File: src/fbc_pkg.sv
/*
 fbc_pkg: constants and types for the flash bus host controller.
 assumes a 100 MHz sys_clk; all counts are in sys_clk cycles.
*/
package fbc_pkg;
    localparam int CLK_PERIOD_NS = 10;
    // wake intervals, as printed
    localparam int WAKE_TO_OUTPUT_VALID_NS = 400;
    localparam int WAKE_TO_WRITE_NS = 1000;
    localparam int WAKE_READ_CYC = (WAKE_TO_OUTPUT_VALID_NS + CLK_PERIOD_NS - 1) / CLK_PERIOD_NS;
    localparam int WAKE_WRITE_CYC = (WAKE_TO_WRITE_NS + CLK_PERIOD_NS - 1) / CLK_PERIOD_NS;
    // strobe timing in cycles (plain defaults)
    localparam logic [3:0] READ_CYC = 4'h9;
    localparam logic [3:0] WRITE_LOW_CYC = 4'h6;
    localparam logic [3:0] WRITE_HIGH_CYC = 4'h3;
    localparam logic [7:0] CMD_READ_ARRAY = 8'hFF;
    localparam logic [7:0] CMD_READ_ID = 8'h90;
    localparam logic [7:0] CMD_READ_STATUS = 8'h70;
    localparam logic [7:0] CMD_CLEAR_STATUS = 8'h50;
    localparam logic [7:0] CMD_ERASE_SETUP = 8'h20;
    localparam logic [7:0] CMD_CONFIRM = 8'hD0;
    localparam logic [7:0] CMD_SUSPEND = 8'hB0;
    localparam logic [7:0] CMD_WRITE_SETUP = 8'h40;
    localparam logic [7:0] CMD_WRITE_SETUP_ALT = 8'h10;
    localparam logic [19:0] ID_MAKER_ADDR = 20'h0_0000;
    localparam logic [19:0] ID_PART_ADDR = 20'h0_0001;
    localparam logic [19:0] ADDR_RESET = 20'h0_0000;
    localparam logic [7:0] DATA_RESET = 8'h00;

    typedef enum logic [2:0] {
        FBC_OP_READ,
        FBC_OP_READ_ID,
        FBC_OP_READ_STATUS,
        FBC_OP_CLEAR_STATUS,
        FBC_OP_ERASE,
        FBC_OP_BYTE_WRITE,
        FBC_OP_SUSPEND,
        FBC_OP_RESUME
    } fbc_op_t;

    typedef struct packed {
        fbc_op_t op;
        logic [19:0] addr;
        logic [7:0] data;
    } fbc_req_t;

    typedef struct packed {
        logic ce_n;
        logic oe_n;
        logic we_n;
        logic [19:0] addr;
    } fbc_pins_t;
endpackage

File: src/fbc_host.sv
/*
 fbc_host: host controller driving a byte-wide block-erasable flash.
 assumes the flash pins connect directly; dq input comes from the pad.
*/
// Contract
// - read: select, output enable, others high
// - wait output-valid interval after wake
// - wait write interval after wake
// - id read: addr 0 maker, 1 part
// - command write: we low, ce low
// - erase cycles carry block address
// - byte write: setup then data, same address
// - three read modes chosen by command
// - array read command after job
// - ff selects array read
// - 70 selects status read
// - erase is 20 then d0
`timescale 1ns/1ps
module fbc_host (
    input wire logic sys_clk,
    input wire logic nrst,
    input wire logic clk_en,
    input wire logic powerdown_req,
    input wire logic req_valid,
    output logic req_ready,
    input wire fbc_pkg::fbc_req_t req,
    output logic resp_valid,
    output logic [7:0] resp_data,
    output logic reset_powerdown_n,
    output logic ce_n,
    output logic oe_n,
    output logic we_n,
    output logic [19:0] addr,
    input wire logic [7:0] data_pins_in,
    output logic [7:0] data_pins_out,
    output logic data_pins_oe,
    input wire logic ready_busy_out,
    output logic flash_busy
);
    typedef enum logic [2:0] {S_SLEEP, S_WAKE, S_IDLE, S_CYC1, S_CYC2, S_FIN} fbc_state_t;
    fbc_state_t state_reg, state_next;
    logic [6:0] wait_reg, wait_next;
    fbc_pkg::fbc_req_t cur_reg, cur_next;
    logic [7:0] dq_s1_reg, dq_s2_reg;
    logic rb_s1_reg, rb_s2_reg;
    logic rp_reg, rp_next;
    logic rv_reg, rv_next;
    logic [7:0] rd_reg, rd_next;
    logic st_start, st_write, st_done;
    logic [19:0] st_addr;
    logic [7:0] st_wdata, st_rdata;
    fbc_pkg::fbc_pins_t pins;

    // first code of each operation
    function automatic logic [7:0] first_code(input fbc_pkg::fbc_op_t op);
        case (op)
            fbc_pkg::FBC_OP_READ_ID: first_code = fbc_pkg::CMD_READ_ID;
            fbc_pkg::FBC_OP_READ_STATUS: first_code = fbc_pkg::CMD_READ_STATUS;
            fbc_pkg::FBC_OP_CLEAR_STATUS: first_code = fbc_pkg::CMD_CLEAR_STATUS;
            fbc_pkg::FBC_OP_ERASE: first_code = fbc_pkg::CMD_ERASE_SETUP;
            fbc_pkg::FBC_OP_BYTE_WRITE: first_code = fbc_pkg::CMD_WRITE_SETUP;
            fbc_pkg::FBC_OP_SUSPEND: first_code = fbc_pkg::CMD_SUSPEND;
            fbc_pkg::FBC_OP_RESUME: first_code = fbc_pkg::CMD_CONFIRM;
            default: first_code = fbc_pkg::CMD_READ_ARRAY;
        endcase
    endfunction

    // operations ending with a read cycle
    function automatic logic ends_in_read(input fbc_pkg::fbc_op_t op);
        ends_in_read = (op == fbc_pkg::FBC_OP_READ) || (op == fbc_pkg::FBC_OP_READ_ID)
            || (op == fbc_pkg::FBC_OP_READ_STATUS);
    endfunction

    always_ff @(posedge sys_clk or negedge nrst) begin
        if (!nrst) begin
            dq_s1_reg <= fbc_pkg::DATA_RESET;
            dq_s2_reg <= fbc_pkg::DATA_RESET;
            rb_s1_reg <= 1'b1;
            rb_s2_reg <= 1'b1;
        end else if (clk_en) begin
            dq_s1_reg <= data_pins_in;
            dq_s2_reg <= dq_s1_reg;
            rb_s1_reg <= ready_busy_out;
            rb_s2_reg <= rb_s1_reg;
        end
    end

    always_comb begin
        state_next = state_reg;
        wait_next = wait_reg;
        cur_next = cur_reg;
        rp_next = rp_reg;
        rv_next = 1'b0;
        rd_next = rd_reg;
        st_start = 1'b0;
        st_write = 1'b1;
        st_addr = cur_reg.addr;
        st_wdata = first_code(cur_reg.op);
        case (state_reg)
            S_SLEEP: begin
                rp_next = 1'b0;
                if (!powerdown_req) begin
                    rp_next = 1'b1;
                    state_next = S_WAKE;
                    wait_next = 7'(fbc_pkg::WAKE_WRITE_CYC);
                end
            end
            S_WAKE: begin
                if (wait_reg == 7'h00) begin
                    state_next = S_IDLE;
                end else begin
                    wait_next = wait_reg - 7'h01;
                end
            end
            S_IDLE: begin
                if (powerdown_req) begin
                    state_next = S_SLEEP;
                    rp_next = 1'b0;
                end else if (req_valid) begin
                    cur_next = req;
                    state_next = S_CYC1;
                end
            end
            S_CYC1: begin
                st_start = 1'b1;
                state_next = S_FIN;
            end
            S_FIN: begin
                if (st_done) begin
                    state_next = (cur_reg.op == fbc_pkg::FBC_OP_CLEAR_STATUS
                        || cur_reg.op == fbc_pkg::FBC_OP_SUSPEND
                        || cur_reg.op == fbc_pkg::FBC_OP_RESUME) ? S_IDLE : S_CYC2;
                    if (state_next == S_IDLE) begin
                        rv_next = 1'b1;
                    end
                end
            end
            S_CYC2: begin
                st_start = 1'b1;
                st_write = !ends_in_read(cur_reg.op);
                st_wdata = (cur_reg.op == fbc_pkg::FBC_OP_ERASE) ? fbc_pkg::CMD_CONFIRM
                    : cur_reg.data;
                state_next = S_FIN;
                cur_next.op = ends_in_read(cur_reg.op) ? cur_reg.op : fbc_pkg::FBC_OP_RESUME;
            end
            default: state_next = S_IDLE;
        endcase
        if (state_reg == S_FIN && st_done && ends_in_read(cur_reg.op) && wait_reg == 7'h01) begin
            state_next = S_IDLE;
        end
        if (state_reg == S_CYC2) begin
            wait_next = 7'h01;
        end else if (state_reg == S_CYC1) begin
            wait_next = 7'h00;
        end
        if (state_reg == S_FIN && st_done && wait_reg == 7'h01 && ends_in_read(cur_reg.op)) begin
            rv_next = 1'b1;
            rd_next = st_rdata;
            wait_next = 7'h00;
        end else if (state_reg == S_FIN && st_done && wait_reg == 7'h01) begin
            state_next = S_IDLE;
            rv_next = 1'b1;
            wait_next = 7'h00;
        end
    end

    always_ff @(posedge sys_clk or negedge nrst) begin
        if (!nrst) begin
            state_reg <= S_SLEEP;
            wait_reg <= 7'h00;
            cur_reg <= '0;
            rp_reg <= 1'b0;
            rv_reg <= 1'b0;
            rd_reg <= fbc_pkg::DATA_RESET;
        end else if (clk_en) begin
            state_reg <= state_next;
            wait_reg <= wait_next;
            cur_reg <= cur_next;
            rp_reg <= rp_next;
            rv_reg <= rv_next;
            rd_reg <= rd_next;
        end
    end

    fbc_strobe u_strobe (
        .sys_clk(sys_clk),
        .nrst(nrst),
        .clk_en(clk_en),
        .start(st_start),
        .is_write(st_write),
        .addr(st_addr),
        .wdata(st_wdata),
        .dq_in_sync(dq_s2_reg),
        .done(st_done),
        .rdata(st_rdata),
        .pins(pins),
        .dq_out(data_pins_out),
        .dq_oe(data_pins_oe)
    );

    assign req_ready = (state_reg == S_IDLE) && !powerdown_req;
    assign resp_valid = rv_reg;
    assign resp_data = rd_reg;
    assign reset_powerdown_n = rp_reg;
    assign ce_n = pins.ce_n || !rp_reg;
    assign oe_n = pins.oe_n || !rp_reg;
    assign we_n = pins.we_n || !rp_reg;
    assign addr = pins.addr;
    assign flash_busy = !rb_s2_reg;

    property p_wake_wait;
        @(posedge sys_clk) disable iff (!nrst)
        (clk_en && state_reg == S_SLEEP && !powerdown_req) |=> state_reg == S_WAKE;
    endproperty
    a_wake_wait: assert property (p_wake_wait) else $error("no wake wait");

    property p_write_sel;
        @(posedge sys_clk) disable iff (!nrst)
        !we_n |-> (!ce_n && oe_n && reset_powerdown_n);
    endproperty
    a_write_sel: assert property (p_write_sel) else $error("write without select");

    property p_read_pins;
        @(posedge sys_clk) disable iff (!nrst)
        !oe_n |-> (!ce_n && we_n && reset_powerdown_n && !data_pins_oe);
    endproperty
    a_read_pins: assert property (p_read_pins) else $error("bad read pins");

    property p_sleep_idle;
        @(posedge sys_clk) disable iff (!nrst)
        !reset_powerdown_n |-> (ce_n && we_n && oe_n);
    endproperty
    a_sleep_idle: assert property (p_sleep_idle) else $error("strobe in sleep");

    property p_write_hold;
        @(posedge sys_clk) disable iff (!nrst)
        (!we_n && !$past(we_n)) |-> (data_pins_oe && $stable(addr) && $stable(data_pins_out));
    endproperty
    a_write_hold: assert property (p_write_hold) else $error("write inputs moved");

    property p_wake_no_write;
        @(posedge sys_clk) disable iff (!nrst)
        (state_reg == S_WAKE) |-> (we_n && ce_n);
    endproperty
    a_wake_no_write: assert property (p_wake_no_write) else $error("write while waking");
endmodule

File: src/fbc_strobe.sv
/*
 fbc_strobe: one bus cycle (read or command write) on the flash pins.
 assumes pins settle within the cycle counts of fbc_pkg.
*/
`timescale 1ns/1ps
module fbc_strobe (
    input wire logic sys_clk,
    input wire logic nrst,
    input wire logic clk_en,
    input wire logic start,
    input wire logic is_write,
    input wire logic [19:0] addr,
    input wire logic [7:0] wdata,
    input wire logic [7:0] dq_in_sync,
    output logic done,
    output logic [7:0] rdata,
    output fbc_pkg::fbc_pins_t pins,
    output logic [7:0] dq_out,
    output logic dq_oe
);
    typedef enum logic [1:0] {ST_IDLE, ST_LOW, ST_HIGH} fbc_st_t;
    fbc_st_t st_reg, st_next;
    logic [3:0] cnt_reg, cnt_next;
    logic wr_reg, wr_next;
    logic [19:0] addr_reg, addr_next;
    logic [7:0] wd_reg, wd_next, rd_reg, rd_next;

    always_comb begin
        st_next = st_reg;
        cnt_next = cnt_reg;
        wr_next = wr_reg;
        addr_next = addr_reg;
        wd_next = wd_reg;
        rd_next = rd_reg;
        case (st_reg)
            ST_IDLE: begin
                if (start) begin
                    st_next = ST_LOW;
                    wr_next = is_write;
                    addr_next = addr;
                    wd_next = wdata;
                    cnt_next = is_write ? fbc_pkg::WRITE_LOW_CYC : fbc_pkg::READ_CYC;
                end
            end
            ST_LOW: begin
                if (cnt_reg == 4'h0) begin
                    // sample read data at end of strobe
                    if (!wr_reg) begin
                        rd_next = dq_in_sync;
                    end
                    st_next = ST_HIGH;
                    cnt_next = fbc_pkg::WRITE_HIGH_CYC;
                end else begin
                    cnt_next = cnt_reg - 4'h1;
                end
            end
            ST_HIGH: begin
                if (cnt_reg == 4'h0) begin
                    st_next = ST_IDLE;
                end else begin
                    cnt_next = cnt_reg - 4'h1;
                end
            end
            default: st_next = ST_IDLE;
        endcase
    end

    always_ff @(posedge sys_clk or negedge nrst) begin
        if (!nrst) begin
            st_reg <= ST_IDLE;
            cnt_reg <= 4'h0;
            wr_reg <= 1'b0;
            addr_reg <= fbc_pkg::ADDR_RESET;
            wd_reg <= fbc_pkg::DATA_RESET;
            rd_reg <= fbc_pkg::DATA_RESET;
        end else if (clk_en) begin
            st_reg <= st_next;
            cnt_reg <= cnt_next;
            wr_reg <= wr_next;
            addr_reg <= addr_next;
            wd_reg <= wd_next;
            rd_reg <= rd_next;
        end
    end

    assign pins.ce_n = !((st_reg == ST_LOW) || ((st_reg == ST_HIGH) && wr_reg));
    assign pins.oe_n = !((st_reg == ST_LOW) && !wr_reg);
    assign pins.we_n = !((st_reg == ST_LOW) && wr_reg);
    assign pins.addr = addr_reg;
    assign dq_out = wd_reg;
    assign dq_oe = wr_reg && (st_reg != ST_IDLE);
    assign rdata = rd_reg;
    assign done = (st_reg == ST_HIGH) && (cnt_reg == 4'h0);
endmodule

File: config.mk
export PLATFORM = sky130hd
export DESIGN_NAME = fbc_host
export DESIGN_NICKNAME = d
export VERILOG_FILES = /design/src/fbc_pkg.sv /design/src/fbc_host.sv /design/src/fbc_strobe.sv
export SDC_FILE = /design/constraint.sdc
export NUM_CORES = 1
export LEC_CHECK = 0
export BUFFER_PORTS_ARGS = -buffer_cell sky130_fd_sc_hd__buf_4
export CORE_MARGIN = 3
export CORE_UTILIZATION = 35
export DETAILED_ROUTE_END_ITERATION = 16
export PLACE_DENSITY = 0.63
export SYNTH_ARGS = -nofsm -noshare
export SYNTH_HDL_FRONTEND = slang
export SYNTH_SLANG_ARGS = --single-unit
File: constraint.sdc
create_clock -name sys_clk -period 3.2 [get_ports sys_clk]
set_clock_uncertainty 0.1 [all_clocks]
set_input_delay 0.48 -clock sys_clk [delete_from_list [all_inputs] [get_ports sys_clk]]
set_output_delay 0.48 -clock sys_clk [all_outputs]
set_load 0.005 [all_outputs]
==> results of run 1 <==
-- power by group --
part | total [mW] | internal [mW] | switching (mW)
registers | 2.24 | 1.87 | 0.371
logic | 1.68 | 0.860 | 0.820
clock network | 1.07 | 0.542 | 0.529
-- stage by stage --
stage	worst slack, ns	cells	utilization [%]	hold slack (ns)
3_5_place_dp	0.631	693	42.2	0.314
2_1_floorplan	0.816	441	-	0.0844
4_1_cts	0.615	710	44.3	0.207
6_report	0.610	710	44.3	0.229
5_1_grt	0.498	710	44.3	0.234
3_3_place_gp	0.683	693	42.2	0.308
-- cell usage in the layout, fill, tap and decap left out, drive strengths merged, types with 4 or more instances in the layout --
master	synthesis	layout
nor3	6	6
a31oi	4	4
mux2i	4	4
nand2	75	75
mux2	63	63
clkbuf	17	10
buf	6	95
inv	17	21
dfrtp	110	110
a21o	7	7
o21ai	17	17
nand2b	4	4
a21oi	13	13
o31ai	9	9
ha	8	8
nor4	4	4
nor2	20	20
-- critical path, cell delays in order, from the launching register on --
cell,delay [ns]
dfrtp_1,0.38
inv_1,0.09
ha_1,0.20
or3b_1,0.50
nor4_4,0.59
nand3_4,0.25
mux2_4,0.35
-- kinds of logic (layout without fill, tap and decap cells) --
kind of cell	after synthesis	count (layout)	share of synthesized area, %
AO/OA/AOI/OAI	79	79	11.0
XOR/XNOR	1	1	0.174
adder cells (fa/ha/maj)	8	8	1.98
buffers and inverters	40	129	3.20
flip-flops	112	112	55.6
multiplexers	67	67	15.0
AND/OR/NAND/NOR	134	134	13.0
-- cell type report --
type / count / area, µm²
Fill cell: 1322 / 7800
Sequential cell: 112 / 2810
Multi-Input combinational cell: 289 / 2080
Timing Repair Buffer: 96 / 736
Clock buffer: 10 / 229
Tap cell: 180 / 225
Inverter: 17 / 63.8
Clock inverter: 6 / 50.0
-- layer usage --
| layer | GRT usage (%) | wire length (µm) | vias up |
|---|---|---|---|
| met4 | 4.16 | 198 | 0 |
| met5 | 0 | 0 | - |
| met2 | 22.6 | 5010 | 99 |
| li1 | - | - | 1725 |
| met1 | 18.6 | 4920 | 1739 |
| met3 | 5.56 | 865 | 15 |
-- worst max path at each step --
| stage | end | slack, ns |
|---|---|---|
| final | resp_data[7] | 0.61 |
| after global routing | resp_data[7] | 0.50 |
| after CTS | resp_data[7] | 0.61 |
| after detailed placement | resp_data[6] | 0.63 |
| after global placement | resp_data[7] | 0.68 |
| after floorplan | wait_reg[0] | 0.82 |
-- repair_timing --
item | 4_1_cts | 5_1_grt
hold endpoints to repair | 22 | 0
setup buffers | 0 | 0
hold buffers | 1 | 0
==> summary.txt, run 1 <==
Status
  • Outcome: finished, final reports clean

Logic synthesis
  • Largest area contributor in the netlist: dfrtp_1
  • Post-synth EDFFs: 0
  • Yosys reg bits: 112
  • Synth top area share: 54.6%
  • Post-Synthesis Cells: 441
  • Post-synth top cells: dfrtp_1 (110), nand2_1 (75), mux2_2 (60)
  • Primary FF master, synth: dfrtp_1
  • Synth async-reset ratio: 100%
  • Cell Area, Synth: 5040 µm²
  • Synthesized area per cell: 11.4 µm²
  • Synth cell types: 62
  • Synth Net Count: 494
  • Register area share after synthesis: 55.6%
  • Synth area leaders: dfrtp_1 (55%), mux2_2 (13%), nand2_1 (5.6%)
  • Most numerous cell in the Yosys netlist: dfrtp_1
  • Synthesis Warnings: 0

STA
  • Total negative setup slack: 0 ns
  • Crit share post-route: 80.9%
  • Max-slew violations: 0
  • Fmax: 0.386 GHz
  • Min Tclk post-route: 2.59 ns
  • Tightest Pin Transition: 1.11 ns
  • Final setup vio count: 0
  • Rel. slew slack: 26.3%
  • RSZ-0062 raised after global routing: no
  • Hold Vio Cnt, Final: 0

Critical path
  • R2R depth: 6
  • Reg2Reg Capture Point: resp_data[7]
  • Worst Setup SP: u_strobe.cnt_reg[0]
  • WS Path Type: reg2reg
  • Crit path DAT: 2.73 ns
  • Worst-path maximum fanout: 8
  • CP Data Required Time: 3.34 ns
  • CP Launch Type: register
  • RR Startpoint: u_strobe.cnt_reg[0]
  • Reg2Reg Setup Slack: 0.61 ns
  • CP Capture Type: register

Floorplan
  • Core ar.: 14000 µm²
  • Die H: 126 µm
  • Die Width: 126 µm
  • Row count: 43
  • Initial Utilization: 36.1%
  • I/O Pins: 89
  • Full die area: 15900 µm²

Placed design
  • Post-place instance area: 5900 µm²
  • I/O Buffers: 88
  • Post-DP HPWL: 7.78 mm
  • RePlAce Congestion: 0.878

Clock tree
  • Total CTS buffers: 9
  • Post-cts resize count: 0
  • Clock sinks: 112
  • CTS tree: yes
  • Clk_lat worst skew: 0.35 ns
  • CTS Buffer Depth: 2
  • H-tree depth: 3
  • CTS clk-pin slew, worst paths: 0.07 ns
  • Root Driver: clkbuf_16

Global route
  • Initial antenna violation count: 0
  • Pin count of the biggest net entering global routing: 54
  • Gr ovfl total: 0
  • Vias in the first global route: 3658
  • Tot GR Track Use: 14.4%
  • First-pass GRT wire length: 18.6 mm

Cells and area
  • P&R area growth vs syn: 22.7%
  • Ant diodes: 0
  • Fin nets: 578
  • Layout cells sized above 1: 34.7%
  • Post-Layout Inst Area: 6190 µm²

Power and ir drop
  • Total power: 4.99 mW
  • Static leakage: 3.06 nW
  • Max VDD drop: 0.550 mV
  • Power Dens Cells: 805 nW/µm²

Drt
  • Drc violations: 0
  • Routed len/inst: 15.5 µm
  • Routed WL: 11.0 mm
  • Via count: 3578
  • Drt pass-1 iters: 4
  • Antenna viol nets, final: 0
  • Via density: 5.04
  • Initial drt markers: 176

Worst hold path
  • Hold EP: cur_reg[5]
  • HP Class: in2reg
  • Hold path cells: 3
  • Min-Delay Startpoint: req[5]

Run
  • MaxCap Viol Count: 0
Note: power is estimated with default switching activity, not from simulation.
==> run 2: changes to the inputs <==
Clock period 3.2 ns to 2.6 ns, I/O delays scaled along.
==> summary.txt, run 2 (synthesis gave the netlist of run 1 again) <==
Power and ir drop
  • Power Dens Cells: 998 nW/µm²
  • Max VDD drop: 0.668 mV
  • Static leakage: 3.10 nW

Placed design
  • Post-place instance area: 5990 µm²
  • Pre-CTS WS: 0.110 ns
  • RePlAce Congestion: 0.794
  • Cells after DPL: 701
  • I/O Buffers: 88
  • Post-DP HPWL: 8.05 mm

Drt
  • Via density: 5.07
  • Drc violations: 0
  • Via count: 3637
  • Initial drt markers: 152
  • Drt pass-1 iters: 4
  • Antenna viol nets, final: 0
  • Routed WL: 11.5 mm
  • Routed len/inst: 16.0 µm

Global route
  • Tot GR Track Use: 14.7%
  • Vias in the first global route: 3648
  • First-pass GRT wire length: 18.8 mm
  • Initial antenna violation count: 0
  • Gr ovfl total: 0
  • Pin count of the biggest net entering global routing: 59

STA
  • Hold Vio Cnt, Final: 0
  • Fmax: 0.401 GHz
  • RSZ-0062 raised after global routing: no
  • Total negative setup slack: 0 ns
  • Final WS setup: 0.104 ns
  • Min Tclk post-route: 2.50 ns
  • Tightest Pin Transition: 0.523 ns
  • Crit share post-route: 96.0%
  • Max-slew violations: 0
  • Rel. slew slack: 65.0%
  • Final setup vio count: 0
  • Worst hold margin: 0.140 ns

Critical path
  • CP Data Required Time: 2.74 ns
  • Worst Setup SP: wait_reg[0]
  • Worst-path maximum fanout: 8
  • CP Capture Type: register
  • Crit path DAT: 2.64 ns
  • Reg2Reg Setup Slack: 0.10 ns
  • CP Launch Type: register
  • RR Startpoint: wait_reg[0]
  • WS Path Type: reg2reg

Worst hold path
  • HP Class: in2reg
  • Min-Delay Startpoint: req[5]

Floorplan
  • I/O Pins: 89
  • Die H: 126 µm
  • Die Width: 126 µm
  • Full die area: 15900 µm²
  • Core ar.: 14000 µm²
  • Row count: 43
  • Initial Utilization: 36.1%

Clock tree
  • CTS tree: yes
  • CTS clk-pin slew, worst paths: 0.07 ns
  • Clk_lat worst skew: 0.35 ns
  • CTS Buffer Depth: 2
  • Root Driver: clkbuf_16
  • Total CTS buffers: 9
  • Clock sinks: 112
  • H-tree depth: 3
  • Setup Buffers After CTS: 0

Cells and area
  • Post-Layout Inst Area: 6280 µm²
  • Most frequent cells in the layout: dfrtp_1 (110), buf_4 (100), nand2_1 (75), mux2_2 (60), nor2_1 (20)
  • Fin cells: 718
  • FF/Latch Area: 2810 µm²
  • Fin nets: 586
  • Ant diodes: 0
  • Layout cells sized above 1: 34.9%
  • Commonest non-fill, non-tap cell in the layout: dfrtp_1
  • Fillers: 1318
  • P&R area growth vs syn: 24.5%
  • Area of the multi-input gates: 2080 µm²

Run
  • MaxCap Viol Count: 0

Status
  • Outcome: finished, final reports clean
[run 2: cell types whose count changed in the layout (fill, tap and decap cells not counted), moves of 2 or more]
cell	change
buf_4	+6
inv_6	-2
clkbuf_1	+4
buf_12	+2
[run 2: final timing paths]
check                                              to  cells past startpoint
worst min-delay path                       cur_reg[5]                      3
worst max-delay path                      wait_reg[0]                      6
min in group asynchronous                 st_addr[15]                      2
worst min register to register  u_strobe.addr_reg[14]                      2
max in group asynchronous                  cur_reg[5]                      3
worst max register to register            wait_reg[0]                      6
[run 2: metal layers]
layer	global-route usage [%]	wire length [µm]
met5	0	0
met3	6.11	804
met4	3.47	152
met2	23.7	5540
met1	18.4	4970
[run 2: stage by stage]
stage	power, mW	utilization (%)
after CTS	6.36	44.9
after global placement	4.89	42.8
after floorplan	4.01	-
after global routing	6.73	44.9
after detailed placement	4.96	42.8
final	6.27	44.9
[run 2: layout make-up]
cell class                      count  area share, %
Inverter                           17           1.02
Clock inverter                      2          0.618
Multi-Input combinational cell    289           33.2
Clock buffer                       14           3.89
Timing Repair Buffer              104           13.1
Tap cell                          180           3.59
Sequential cell                   112           44.7
[run 2: worst max-delay path, stage by stage (launching register included)]
cell and delay, ns:
dfrtp_1 0.45, inv_1 0.09, ha_1 0.16, or4b_2 0.58
o211a_1 0.26, o31ai_4 0.35, mux2_2 0.38
[run 2: repair_timing]
action                    in CTS  in global routing
hold buffers                   1                  0
resized for setup              0                  0
hold endpoints to repair      35                  0
[run 2: where the power goes]
part / total, mW / switching [mW] / internal (mW)
Clock: 1.37 / 0.612 / 0.754
Combinational: 2.16 / 1.05 / 1.11
Sequential: 2.75 / 0.449 / 2.30
